### src/shared/dimming_cfg.svh
// Purpose: Timing counts, field positions and reset values of the dimming front end
// Assumes: System clock slow enough that one PWM step lasts 8 us or more
// Notes: Included by dimming_pwm_ctrl only; the package and byte_fifo do not include it
`ifndef DIMMING_CFG_SVH
`define DIMMING_CFG_SVH

// One duty byte per channel group
`define DUTY_W 8
`define GROUP_COUNT 4
`define CHANNEL_COUNT 6
`define FRAME_BITS 32
`define BIT_CNT_W 6

// PWM period in system clock steps
`define PWM_STEPS 256
// DC sampling interval in system clock cycles
`define DC_UPDATE_CYCLES 1280
`define DC_CNT_W 11

// Half period of the cascade shift clock, in system clock cycles
`define SHIFT_HALF_CYCLES 4
`define SHIFT_CNT_W 3

// Cascade byte buffer
`define FIFO_DEPTH 16

// Reset values
`define DUTY_RESET 8'h00
`define ENABLE_RESET 6'h00

`endif

### src/shared/dimming_pkg.sv
// Purpose: Types shared by the dimming front end
// Assumes: Nothing beyond the constants header
// Notes: Numbers live in the header, types live here
package dimming_pkg;

  // Dimming mode picked by the mode strap
  typedef enum logic [1:0] {
    MODE_SERIAL,
    MODE_DC,
    MODE_DIRECT
  } mode_type;

  // Cascade output shifter phases
  typedef enum logic [1:0] {
    SH_IDLE,
    SH_LOW,
    SH_HIGH,
    SH_STROBE
  } shift_state_type;

endpackage

### src/logic/dimming_pwm_ctrl.sv
// Purpose: Dimming front end of a six channel LED driver: serial frame receiver,
//   DC code sampling, PWM generation, channel disable at startup, cascade forwarding
// Assumes: All pin inputs synchronous to clk; DC levels arrive as 8-bit codes
//   already scaled from the 0.8V..5.7V range by the converter in front
// Notes: Mode strap is caught once after reset release and then held
//
// Behaviour
// Serial mode leaves the fourth group input unused; board ties it low.
// A frame is exactly four bytes, one per channel group.
// Byte 00h gives zero duty, byte FFh gives full duty.
// Bytes go in order to channels 0/1, 2/3, 4, then 5.
// One data bit is captured on each rising serial clock edge.
// A frame-end falling edge after 32 bits commits the buffered bytes.
// Serial on time is byte value plus one out of 256 steps.
// Bytes one and two both give two steps of on time.
// Serial PWM period is 256 system clock cycles.
// Board picks a clock so one step is at least 8 us.
// DC mode samples each group and updates its duty every 1280 cycles.
// DC duty updates every 1280 cycles; PWM period stays 256 steps.
// DC codes map linearly to duty, zero at the low bound.
// Mode strap tied high selects DC dimming.
// Channels without a transistor at rail-ready are disabled for good.
// Board keeps channel zero populated; at most five unused.
// Serial mode forwards committed frames on strobe and shift clock.
// DC mode encodes sampled codes as serial bytes down the cascade.
// Direct mode slaves share strobe and clock pins with the master.
// Floating strap selects serial mode; tied low selects direct mode.
// Undriven group inputs read low, so the LED stays off.
// Serial bits arrive MSB first; first byte belongs to channels 0/1.
// Duties hold until a complete frame is committed.
// Data is the first group input, frame end the third.
`timescale 1ns/1ps
`include "dimming_cfg.svh"
module dimming_pwm_ctrl (
  input wire logic clk,
  input wire logic resetn,
  input wire logic mode_strap_high,
  input wire logic mode_strap_low,
  input wire logic group_a_dim_input,
  input wire logic serial_bit_clock_input,
  input wire logic group_c_dim_input,
  input wire logic group_d_dim_input,
  input wire logic [7:0] dc_code_a,
  input wire logic [7:0] dc_code_b,
  input wire logic [7:0] dc_code_c,
  input wire logic [7:0] dc_code_d,
  input wire logic rail_ready_level,
  input wire logic [5:0] channel_drain_sense,
  output logic [5:0] channel_gate_drive,
  output logic [5:0] channel_enabled,
  output dimming_pkg::mode_type active_mode,
  output logic cascade_shift_clock_out,
  output logic cascade_strobe_out,
  output logic cascade_data_out
);
  import dimming_pkg::*;

  // Group that drives a given output channel
  function automatic logic [1:0] group_of(input int ch);
    case (ch)
      0, 1: group_of = 2'h0;
      2, 3: group_of = 2'h1;
      4: group_of = 2'h2;
      default: group_of = 2'h3;
    endcase
  endfunction

  // PWM compare: off for byte 00h, else on while the step count is at or below the duty byte;
  // byte 02h is folded onto the two-step minimum shared with byte 01h
  function automatic logic duty_on(input logic [7:0] duty, input logic [7:0] step);
    if (duty == 8'h00) begin
      duty_on = 1'b0;
    end else if (duty == 8'h02) begin
      duty_on = (step <= 8'h01);
    end else begin
      duty_on = (step <= duty);
    end
  endfunction

  // Mode strap and startup state
  logic strap_done_reg;
  mode_type mode_reg;

  // Serial receiver
  logic bit_clk_prev_reg;
  logic frame_prev_reg;
  logic [31:0] shift_in_reg;
  logic [`BIT_CNT_W-1:0] bit_cnt_reg;
  logic bit_rise;
  logic frame_fall;
  logic frame_commit;

  // Duty store and PWM
  logic [7:0] duty_reg [`GROUP_COUNT];
  logic [7:0] pwm_step_reg;
  logic [`DC_CNT_W-1:0] dc_cnt_reg;
  logic dc_tick;
  logic [3:0] group_level;
  logic rail_seen_reg;
  logic [5:0] enabled_reg;
  logic [5:0] gate_reg;

  // Cascade path
  logic forward_req_reg;
  logic push_busy_reg;
  logic [1:0] push_idx_reg;
  logic fifo_in_ready;
  logic fifo_out_valid;
  logic fifo_out_ready;
  logic [7:0] fifo_out_data;
  shift_state_type sh_state_reg;
  logic [`SHIFT_CNT_W-1:0] half_cnt_reg;
  logic half_done;
  logic [7:0] shift_out_reg;
  logic [2:0] out_bit_reg;
  logic [1:0] out_byte_reg;
  logic sclk_reg;
  logic strobe_reg;
  logic sdata_reg;

  // Strap caught on the first edge after release; high wins over low if both set
  always_ff @(posedge clk or negedge resetn) begin
    if (!resetn) begin
      strap_done_reg <= 1'b0;
      mode_reg <= MODE_SERIAL;
    end else if (!strap_done_reg) begin
      strap_done_reg <= 1'b1;
      if (mode_strap_high) begin
        mode_reg <= MODE_DC;
      end else if (mode_strap_low) begin
        mode_reg <= MODE_DIRECT;
      end else begin
        mode_reg <= MODE_SERIAL;
      end
    end
  end

  // Edge detectors on the serial pins; inputs are already in the clk domain
  assign bit_rise = serial_bit_clock_input & ~bit_clk_prev_reg;
  assign frame_fall = ~group_c_dim_input & frame_prev_reg;
  assign frame_commit = frame_fall && (bit_cnt_reg == `BIT_CNT_W'(`FRAME_BITS));

  // Previous pin levels; frame line idles high so reset to high avoids a false edge
  always_ff @(posedge clk or negedge resetn) begin
    if (!resetn) begin
      bit_clk_prev_reg <= 1'b0;
      frame_prev_reg <= 1'b1;
    end else begin
      bit_clk_prev_reg <= serial_bit_clock_input;
      frame_prev_reg <= group_c_dim_input;
    end
  end

  // Shift register: MSB first, bits beyond 32 ignored until the frame end
  always_ff @(posedge clk or negedge resetn) begin
    if (!resetn) begin
      shift_in_reg <= 32'h0000_0000;
      bit_cnt_reg <= '0;
    end else if (mode_reg != MODE_SERIAL) begin
      bit_cnt_reg <= '0;
    end else if (frame_fall) begin
      bit_cnt_reg <= '0;
    end else if (bit_rise && bit_cnt_reg != `BIT_CNT_W'(`FRAME_BITS)) begin
      shift_in_reg <= {shift_in_reg[30:0], group_a_dim_input};
      bit_cnt_reg <= bit_cnt_reg + `BIT_CNT_W'(1);
    end
  end

  // DC sampling interval counter
  assign dc_tick = (dc_cnt_reg == `DC_CNT_W'(`DC_UPDATE_CYCLES - 1));

  always_ff @(posedge clk or negedge resetn) begin
    if (!resetn) begin
      dc_cnt_reg <= '0;
    end else if (mode_reg != MODE_DC || dc_tick) begin
      dc_cnt_reg <= '0;
    end else begin
      dc_cnt_reg <= dc_cnt_reg + `DC_CNT_W'(1);
    end
  end

  // Duty store: only a full frame or a DC sample changes it
  always_ff @(posedge clk or negedge resetn) begin
    if (!resetn) begin
      for (int g = 0; g < `GROUP_COUNT; g++) begin
        duty_reg[g] <= `DUTY_RESET;
      end
    end else if (mode_reg == MODE_SERIAL && frame_commit) begin
      duty_reg[0] <= shift_in_reg[31:24];
      duty_reg[1] <= shift_in_reg[23:16];
      duty_reg[2] <= shift_in_reg[15:8];
      duty_reg[3] <= shift_in_reg[7:0];
    end else if (mode_reg == MODE_DC && dc_tick) begin
      duty_reg[0] <= dc_code_a;
      duty_reg[1] <= dc_code_b;
      duty_reg[2] <= dc_code_c;
      duty_reg[3] <= dc_code_d;
    end
  end

  // Free running 256-step PWM period in every mode
  always_ff @(posedge clk or negedge resetn) begin
    if (!resetn) begin
      pwm_step_reg <= 8'h00;
    end else begin
      pwm_step_reg <= pwm_step_reg + 8'h01;
    end
  end

  // Channel test happens once, at the first rail-ready level after reset
  always_ff @(posedge clk or negedge resetn) begin
    if (!resetn) begin
      rail_seen_reg <= 1'b0;
      enabled_reg <= `ENABLE_RESET;
    end else if (rail_ready_level && !rail_seen_reg) begin
      rail_seen_reg <= 1'b1;
      enabled_reg <= channel_drain_sense;
    end
  end

  // Direct mode levels; the pins are pulled low when undriven
  assign group_level = {group_d_dim_input, group_c_dim_input,
                        serial_bit_clock_input, group_a_dim_input};

  // Per-channel gate drive, registered so the pins never glitch
  generate
    for (genvar ch = 0; ch < `CHANNEL_COUNT; ch++) begin : g_chan
      always_ff @(posedge clk or negedge resetn) begin
        if (!resetn) begin
          gate_reg[ch] <= 1'b0;
        end else if (!enabled_reg[ch]) begin
          gate_reg[ch] <= 1'b0;
        end else if (mode_reg == MODE_DIRECT) begin
          gate_reg[ch] <= group_level[group_of(ch)];
        end else begin
          gate_reg[ch] <= duty_on(duty_reg[group_of(ch)], pwm_step_reg);
        end
      end
    end
  endgenerate

  // Forward request raised on the same clock edge that the duty store takes the new bytes
  always_ff @(posedge clk or negedge resetn) begin
    if (!resetn) begin
      forward_req_reg <= 1'b0;
    end else begin
      forward_req_reg <= (mode_reg == MODE_SERIAL && frame_commit) ||
                         (mode_reg == MODE_DC && dc_tick);
    end
  end

  // Pusher copies four duty bytes into the FIFO; it stalls while the FIFO is full.
  // A request arriving while a copy is still in progress is dropped, which keeps
  // frames whole on the cascade at the cost of skipping an update.
  always_ff @(posedge clk or negedge resetn) begin
    if (!resetn) begin
      push_busy_reg <= 1'b0;
      push_idx_reg <= 2'h0;
    end else if (!push_busy_reg) begin
      if (forward_req_reg) begin
        push_busy_reg <= 1'b1;
        push_idx_reg <= 2'h0;
      end
    end else if (fifo_in_ready) begin
      push_idx_reg <= push_idx_reg + 2'h1;
      if (push_idx_reg == 2'h3) begin
        push_busy_reg <= 1'b0;
      end
    end
  end

  byte_fifo #(
    .WIDTH(`DUTY_W),
    .DEPTH(`FIFO_DEPTH)
  ) u_fifo (
    .clk(clk),
    .resetn(resetn),
    .in_valid(push_busy_reg),
    .in_ready(fifo_in_ready),
    .in_data(duty_reg[push_idx_reg]),
    .out_valid(fifo_out_valid),
    .out_ready(fifo_out_ready),
    .out_data(fifo_out_data)
  );

  // Shifter takes a byte only when idle
  assign fifo_out_ready = (sh_state_reg == SH_IDLE);
  assign half_done = (half_cnt_reg == `SHIFT_CNT_W'(`SHIFT_HALF_CYCLES - 1));

  // Half-period timer for shift clock and strobe phases
  always_ff @(posedge clk or negedge resetn) begin
    if (!resetn) begin
      half_cnt_reg <= '0;
    end else if (sh_state_reg == SH_IDLE || half_done) begin
      half_cnt_reg <= '0;
    end else begin
      half_cnt_reg <= half_cnt_reg + `SHIFT_CNT_W'(1);
    end
  end

  // Cascade shifter: data set while clock low, sampled by the slave on the rise;
  // after the fourth byte the strobe falls for one half period to end the frame
  always_ff @(posedge clk or negedge resetn) begin
    if (!resetn) begin
      sh_state_reg <= SH_IDLE;
      shift_out_reg <= 8'h00;
      out_bit_reg <= 3'h0;
      out_byte_reg <= 2'h0;
      sclk_reg <= 1'b0;
      strobe_reg <= 1'b1;
      sdata_reg <= 1'b0;
    end else begin
      case (sh_state_reg)
        SH_IDLE: begin
          if (fifo_out_valid) begin
            shift_out_reg <= fifo_out_data;
            sdata_reg <= fifo_out_data[7];
            out_bit_reg <= 3'h0;
            sh_state_reg <= SH_LOW;
          end
        end
        SH_LOW: begin
          if (half_done) begin
            sclk_reg <= 1'b1;
            sh_state_reg <= SH_HIGH;
          end
        end
        SH_HIGH: begin
          if (half_done) begin
            sclk_reg <= 1'b0;
            if (out_bit_reg == 3'h7) begin
              out_byte_reg <= out_byte_reg + 2'h1;
              if (out_byte_reg == 2'h3) begin
                strobe_reg <= 1'b0;
                sh_state_reg <= SH_STROBE;
              end else begin
                sh_state_reg <= SH_IDLE;
              end
            end else begin
              shift_out_reg <= {shift_out_reg[6:0], 1'b0};
              sdata_reg <= shift_out_reg[6];
              out_bit_reg <= out_bit_reg + 3'h1;
              sh_state_reg <= SH_LOW;
            end
          end
        end
        SH_STROBE: begin
          if (half_done) begin
            strobe_reg <= 1'b1;
            sh_state_reg <= SH_IDLE;
          end
        end
        default: begin
          sh_state_reg <= SH_IDLE;
        end
      endcase
    end
  end

  // Every output comes from a flip-flop
  assign channel_gate_drive = gate_reg;
  assign channel_enabled = enabled_reg;
  assign active_mode = mode_reg;
  assign cascade_shift_clock_out = sclk_reg;
  assign cascade_strobe_out = strobe_reg;
  assign cascade_data_out = sdata_reg;
endmodule

### src/logic/byte_fifo.sv
// Purpose: Small synchronous FIFO with valid/ready on both sides
// Assumes: Single clock, DEPTH a power of two
// Notes: in_ready drops when full, out_valid drops when empty
`timescale 1ns/1ps
module byte_fifo #(
  parameter int WIDTH = 8,
  parameter int DEPTH = 16
) (
  input wire logic clk,
  input wire logic resetn,
  input wire logic in_valid,
  output logic in_ready,
  input wire logic [WIDTH-1:0] in_data,
  output logic out_valid,
  input wire logic out_ready,
  output logic [WIDTH-1:0] out_data
);
  localparam int AW = $clog2(DEPTH);

  logic [WIDTH-1:0] mem [DEPTH];
  logic [AW-1:0] wr_ptr_reg;
  logic [AW-1:0] rd_ptr_reg;
  logic [AW:0] count_reg;
  logic do_push;
  logic do_pop;

  // Honest flags straight from the occupancy count
  assign in_ready = (count_reg != AW'(0) + (AW+1)'(DEPTH));
  assign out_valid = (count_reg != '0);
  assign out_data = mem[rd_ptr_reg];
  assign do_push = in_valid & in_ready;
  assign do_pop = out_valid & out_ready;

  // Storage has no reset; it is only read when the count says valid
  always_ff @(posedge clk) begin
    if (do_push) begin
      mem[wr_ptr_reg] <= in_data;
    end
  end

  // Pointers and occupancy
  always_ff @(posedge clk or negedge resetn) begin
    if (!resetn) begin
      wr_ptr_reg <= '0;
      rd_ptr_reg <= '0;
      count_reg <= '0;
    end else begin
      if (do_push) begin
        wr_ptr_reg <= wr_ptr_reg + AW'(1);
      end
      if (do_pop) begin
        rd_ptr_reg <= rd_ptr_reg + AW'(1);
      end
      if (do_push && !do_pop) begin
        count_reg <= count_reg + (AW+1)'(1);
      end else if (do_pop && !do_push) begin
        count_reg <= count_reg - (AW+1)'(1);
      end
    end
  end
endmodule

### config.mk
export PLATFORM = sky130hd
export DESIGN_NAME = dimming_pwm_ctrl
export DESIGN_NICKNAME = d
export VERILOG_FILES = /design/src/shared/dimming_pkg.sv /design/src/logic/dimming_pwm_ctrl.sv /design/src/logic/byte_fifo.sv
export VERILOG_INCLUDE_DIRS = /design/src /design/src/shared
export SDC_FILE = /design/constraint.sdc
export NUM_CORES = 1
export LEC_CHECK = 0
export BUFFER_PORTS_ARGS = -buffer_cell sky130_fd_sc_hd__buf_2
export CORE_AREA = 2 2 146 148
export DETAILED_ROUTE_END_ITERATION = 10
export DIE_AREA = 0 0 148 150
export GPL_TIMING_DRIVEN = 0
export HOLD_SLACK_MARGIN = 0.03
export PLACE_DENSITY = 0.78
export SLEW_MARGIN = 20
export SYNTH_ARGS = -nofsm -noshare
export SYNTH_HDL_FRONTEND = slang
export SYNTH_SLANG_ARGS = --single-unit
### constraint.sdc
create_clock -name clk -period 7.3 [get_ports clk]
set_input_delay 0.73 -clock clk [delete_from_list [all_inputs] [get_ports clk]]
set_output_delay 0.73 -clock clk [all_outputs]
set_load 0.03 [all_outputs]
-- Word level (Yosys, flattened, before mapping)
Memories as Yosys holds them, arrays and structs flattened.
Index checks and enable logic that the tools add are counted.
- $add $sub $neg: 11
- $lt $le $gt $ge: 6
- eq/ne operators: 26
- mux-type cells: 67
- bitwise operators: 9
- reduce and logical (&&, ||, !) cells: 35
- operators by type and width (kind ; number):
    32-bit two-way mux ; 2
    8-bit by 2-bit == test with 1-bit output (second input constant) ; 4
    8-bit less-or-equal comparator ; 4
    8-bit zero test ; 4
    1-bit two-way mux ; 32
    2-bit two-way mux ; 11
    7-bit two-way mux ; 3
    6-bit two-way mux ; 3
    8-bit binary-select mux with 2-bit select ; 1
    8-bit two-way mux ; 2
    7-bit case mux with 2 select lines ; 1
    2-bit nonzero test ; 7
    3-bit two-way mux ; 4
    2-bit != test (second input constant) ; 6
    11-bit by 1-bit adder with 11-bit output (second input constant) ; 1
    11-bit == test (second input constant) ; 1
    11-bit two-way mux ; 1
    2-bit == test (second input constant) ; 5
    5-bit two-way mux ; 2
    3-bit AND reduction ; 3
    4-bit by 1-bit adder with 4-bit output (second input constant) ; 2
    8-bit by 1-bit adder with 8-bit output (second input constant) ; 1
    8-bit by 1-bit less-or-equal comparator with 1-bit output (second input constant) ; 1
    2-bit case mux with 4 select lines ; 1
    27 further kinds ; 52
- register bits after elaboration: 144
- RAM bits: 128
- input port bits: 47
- output and inout bits: 17
- word-level logic and storage cells: 189
- memories: 1
- memories (name ; depth ; width ; rd ports ; clocked after memory_dff ; write ports ; RTL line ; RTL):
    u_fifo.mem ; 16 ; 8 ; 1 ; 0 ; 1 ; byte_fifo.sv:20 ; logic [WIDTH-1:0] mem [DEPTH];

-- Depth between registers and ports, before layout
- word-level depth: 6
- mapped depth: 12
- depth with buffers taken out: 11

-- By module
From an unflattened synthesis, not the netlist that was laid out.
- cells, all modules: 931
- area, all modules: 12454.4 µm²
- by module, submodules not included (module ; instances ; cells an instance ; area an instance (µm²) ; sequential area each (µm²)):
    dimming_pwm_ctrl ; 1 ; 613 ; 6630.1 ; 3280.6
    byte_fifo ; 1 ; 318 ; 5824.3 ; 4169.0

-- Least setup slack after synthesis
OpenSTA, ideal clock, no wires.
- path kind: flip-flop to flip-flop
- start point: reg u_fifo.count_reg[1]
- end point: reg u_fifo.count_reg[4]
- library setup time: 0.079 ns
- data arrival time: 2.741 ns
- data required time: 7.221 ns
- slack: 4.480 ns
- cell stages (with the launch flop): 11
- buffers on the path: 0
- clock period less this slack: 2.820 ns
- path through: dfrtp_1 or4_4 o21ai_2 ha_1 inv_1 ha_1 nor2b_1 o21a_1 or3_1 a21oi_1 xor2_1
- longest elaborated chain between the ends: 5
- elaborated cells on any way between the ends: 13
- classes of those cells: add/sub (2); eq/ne (1); mux (2); bitwise (2); reduce/logical (6)
- ends and longest elaborated chain (element ; RTL line ; RTL):
    start, declared ; byte_fifo.sv:23 ; logic [AW:0] count_reg;
    start signal, assigned ; byte_fifo.sv:55 ; count_reg <= count_reg + (AW+1)'(1);
    start signal, assigned ; byte_fifo.sv:57 ; count_reg <= count_reg - (AW+1)'(1);
    branches (longest 5 deep; another with 5-bit by 1-bit subtractor with 5-bit output) ; -- ;
Several ways; the timed one is not identified. The select of a mux whose other input is x is not followed.
A chain may end at the register's enable or synchronous reset.

-- Worst setup path in the final report
- start point: reg u_fifo.count_reg[1]
- end point: reg u_fifo.count_reg[4]
- longest elaborated chain between the ends: 5
- elaborated cells on any way between the ends: 13
- classes of those cells: add/sub (2); eq/ne (1); mux (2); bitwise (2); reduce/logical (6)
- ends and longest elaborated chain (element ; RTL line ; RTL):
    5-bit != test * ; byte_fifo.sv:28 ; assign in_ready = (count_reg != AW'(0) + (AW+1)'(DEPTH));
    1-bit bitwise AND * ; byte_fifo.sv:31 ; assign do_push = in_valid & in_ready;
    named net u_fifo.do_push ; byte_fifo.sv:24 ; logic do_push;
    1-bit zero test ; byte_fifo.sv:56 ; end else if (do_pop && !do_push) begin
    1-bit logical AND ; byte_fifo.sv:56 ;
    2-bit nonzero test (no source line) ; -- ;
The timed path passes the listed nets; every way through them passes the cells marked *. The select of a mux whose other input is x is not followed.

==> results by group <==
Setup path
  • CP max FO: 9
  • Crit path kind: reg2reg
  • CP Data Arrival Time: 3.62 ns
  • Most common cell on crit path: ha_1
  • CP required: 7.77 ns
  • Slowest-stage cell, CP: dfrtp_1
  • CP peak stage delay: 0.42 ns
  • Setup crit start kind: flop
  • Setup crit end kind: flop
  • Worst-path cell chain: nor4_1 > nand2_1 > and2_1 > clkbuf_1 > ha_1 > inv_1 > ha_1 > nor2b_1 > o21a_1 > or3_1 > a21oi_1 > xor2_1

Timing
  • Fmax: 0.317 GHz
  • RSZ-0062 raised after global routing: false
  • TNS Setup: 0 ns
  • Hold Violations, Final: 0
  • Setup violators final: 0
  • Final setup skew: 0.0261 ns
  • Rel. slew slack: 40.9%
  • Min Tclk post-route: 3.15 ns
  • Final Max Slew Viols: 0
  • Period utilization: 43.2%
  • Worst-margin pin slew: 0.883 ns
  • PnR worst setup slack: 4.15 ns

Placement
  • Dpl ws: 4.18 ns
  • IO buf count: 63
  • Hpwl dp: 17,700 um
  • GP Congestion: 0.911

Finish
  • Fillers: 1,465
  • Final core utilization: 67.4%
  • Share of layout cells above drive strength 1: 21.4%
  • Layout Nets: 1,067
  • Area Overhead vs Synth: 13.8%
  • Antenna cells: 0
  • Max reg flops: 128

Detailed routing
  • Detailed-route wire length: 25,300 um
  • Post-DR wirelength/cell: 20.0 um
  • DRT Pass-1 Iters: 4
  • Routed Antenna Nets: 0
  • Iteration-0 DRC Markers: 495
  • Via count: 7,357
  • Post-route DRC: 0
  • DR vias/cell: 5.83

Clock network
  • Clock root buffer: clkbuf_16
  • H-tree depth: 1
  • Post_cts resized: 0
  • Cts hold-fix bufs: 0
  • CTS Buffer Depth: 3
  • Worst skew pair latency: 0.55 ns
  • CTS sink count: 272
  • Number of CTS-inserted buffers: 28
  • Register clock-pin slew on the reported worst setup and hold paths: 0.06 ns
  • Setup bufs post-CTS: 0
  • CTS tree: built

Flow run
  • Max-Cap Viols: 0

Synth
  • Largest cells by area after synthesis: edfxtp_1, dfrtp_1, ha_1
  • #FFs+latches synth: 272
  • Sequential-to-total area share from yosys stat: 60.7%
  • Dominant cell type by area after synthesis: edfxtp_1
  • Mapped Cells: 872
  • Syn Area/Cell: 14.1 um2
  • Top FF cell, synth: dfrtp_1
  • Syn_nets: 973
  • Commonest cells post-synth: dfrtp_1, edfxtp_1, a21oi_1
  • Synthesized area: 12,300 um2
  • Count leader, synth: dfrtp_1
  • Number of flops mapped to enable cells by yosys: 128
  • Synth top area share: 31.3%
  • YS warnings: 0
  • Yosys cell types: 62
  • Asr flop ratio synth: 52.9%

Die
  • Starting Density: 59.3%
  • Rows: 53
  • Die X: 148 um
  • Die Ht: 150 um
  • Die area: 22,200 um2
  • I/O Pins: 64
  • Core area: 20,700 um2

Global route
  • Vias in the first global route: 7,682
  • Grt total ovfl: 0
  • Initial antenna violation count: 0
  • GRT Total Usage: 24.1%
  • First-pass GRT wire length: 41,500 um
  • Largest net degree at the start of global routing: 84

Power
  • VDD IR max: 0.000221 V
  • PD cells: 236 nW/um2
  • Leakage: 5.77 nW

Outcome
  • Status: finished clean

Min path
  • Worst Hold Class: in2async
cell families after synthesis:
logic type                 share of synthesized area (%)
DFF                                                 60.7
other                                             0.0306
buffers and inverters                               3.35
xor gates and xnor gates                            2.28
AOI/OAI and AO/OA                                   8.39
and+or+nand+nor                                     7.46
muxes                                               12.2
adders and majority gates                           5.57
layout make-up:
class,count,area (um2),share of cell area (%)
buffer,36,230,1.65
multi-input combinational,516,4430,31.7
tap,275,344,2.47
clock inverter,12,164,1.17
sequential,272,7450,53.4
inverter,48,180,1.29
timing repair buffer,64,353,2.53
clock buffer,40,807,5.78
power breakdown:
| group | switching, W | internal, W |
|---|---|---|
| combinational | 0.0000949 | 0.0000596 |
| sequential | 0.0000312 | 0.00164 |
| clock | 0.000588 | 0.000880 |
critical path: cells and delay by family (launching register included):
family / cells / cell delay (ns)
simple gates: 5 / 1.18
flops: 1 / 0.42
buf+inv: 2 / 0.38
compound gates: 2 / 0.35
xor+xnor: 1 / 0.16
fa+ha+maj: 2 / 0.59
placed cells by master, fill, tap and decap left out, drive strengths merged, types with 4 or more instances in the layout:
cell type and instances:
clkinvlp 4, clkinv 5, mux2 43, nand2b 9
and3 4, buf 84, nor3 12, xnor2 18
a21o 7, nand4 11, nor2b 11, nand2 31
o22ai 31, ha 53, mux4 40, nor2 56
nor4 6, inv 48, dfrtp 142, a22oi 16
edfxtp 128, mux2i 5, clkbuf 56, a31oi 7
xor2 14, and2 4, o21ai 17, nand3 20
a21oi 69
stage by stage:
stage          hold WS (ns)  std cells  instance area, um2  power [W]
6_report              0.126       1263               14000    0.00330
5_1_grt               0.159       1263               14000    0.00340
2_1_floorplan         0.415        872               12300    0.00178
4_1_cts               0.128       1263               13900    0.00332
3_3_place_gp          0.428       1210               12900    0.00185
3_5_place_dp          0.442       1211               13000    0.00186
final timing paths:
check	startpoint	to	slack, ns	cells after the start
max reg2reg	u_fifo.count_reg[1]$_DFFE_PN0P_	u_fifo.count_reg[4]$_DFFE_PN0P_	4.15	12
min in group clk	group_c_dim_input	frame_prev_reg$_DFF_PN1_	0.32	1
min	resetn	u_fifo.count_reg[1]$_DFFE_PN0P_	0.13	1
max in group asynchronous	resetn	frame_prev_reg$_DFF_PN1_	6.36	2
max	u_fifo.count_reg[1]$_DFFE_PN0P_	u_fifo.count_reg[4]$_DFFE_PN0P_	4.15	12
min reg2reg	half_cnt_reg[0]$_DFF_PN0_	half_cnt_reg[0]$_DFF_PN0_	0.45	1
routing by layer:
layer / up-vias / global-route usage [%] / share of wire [%]
li1: 3476 / - / -
met5: - / 0 / 0
met3: 57 / 3.23 / 4.0
met1: 3643 / 31.9 / 43
met2: 181 / 42.3 / 50
met4: 0 / 6.67 / 3.1
Note: power is estimated with default switching activity, not from simulation.
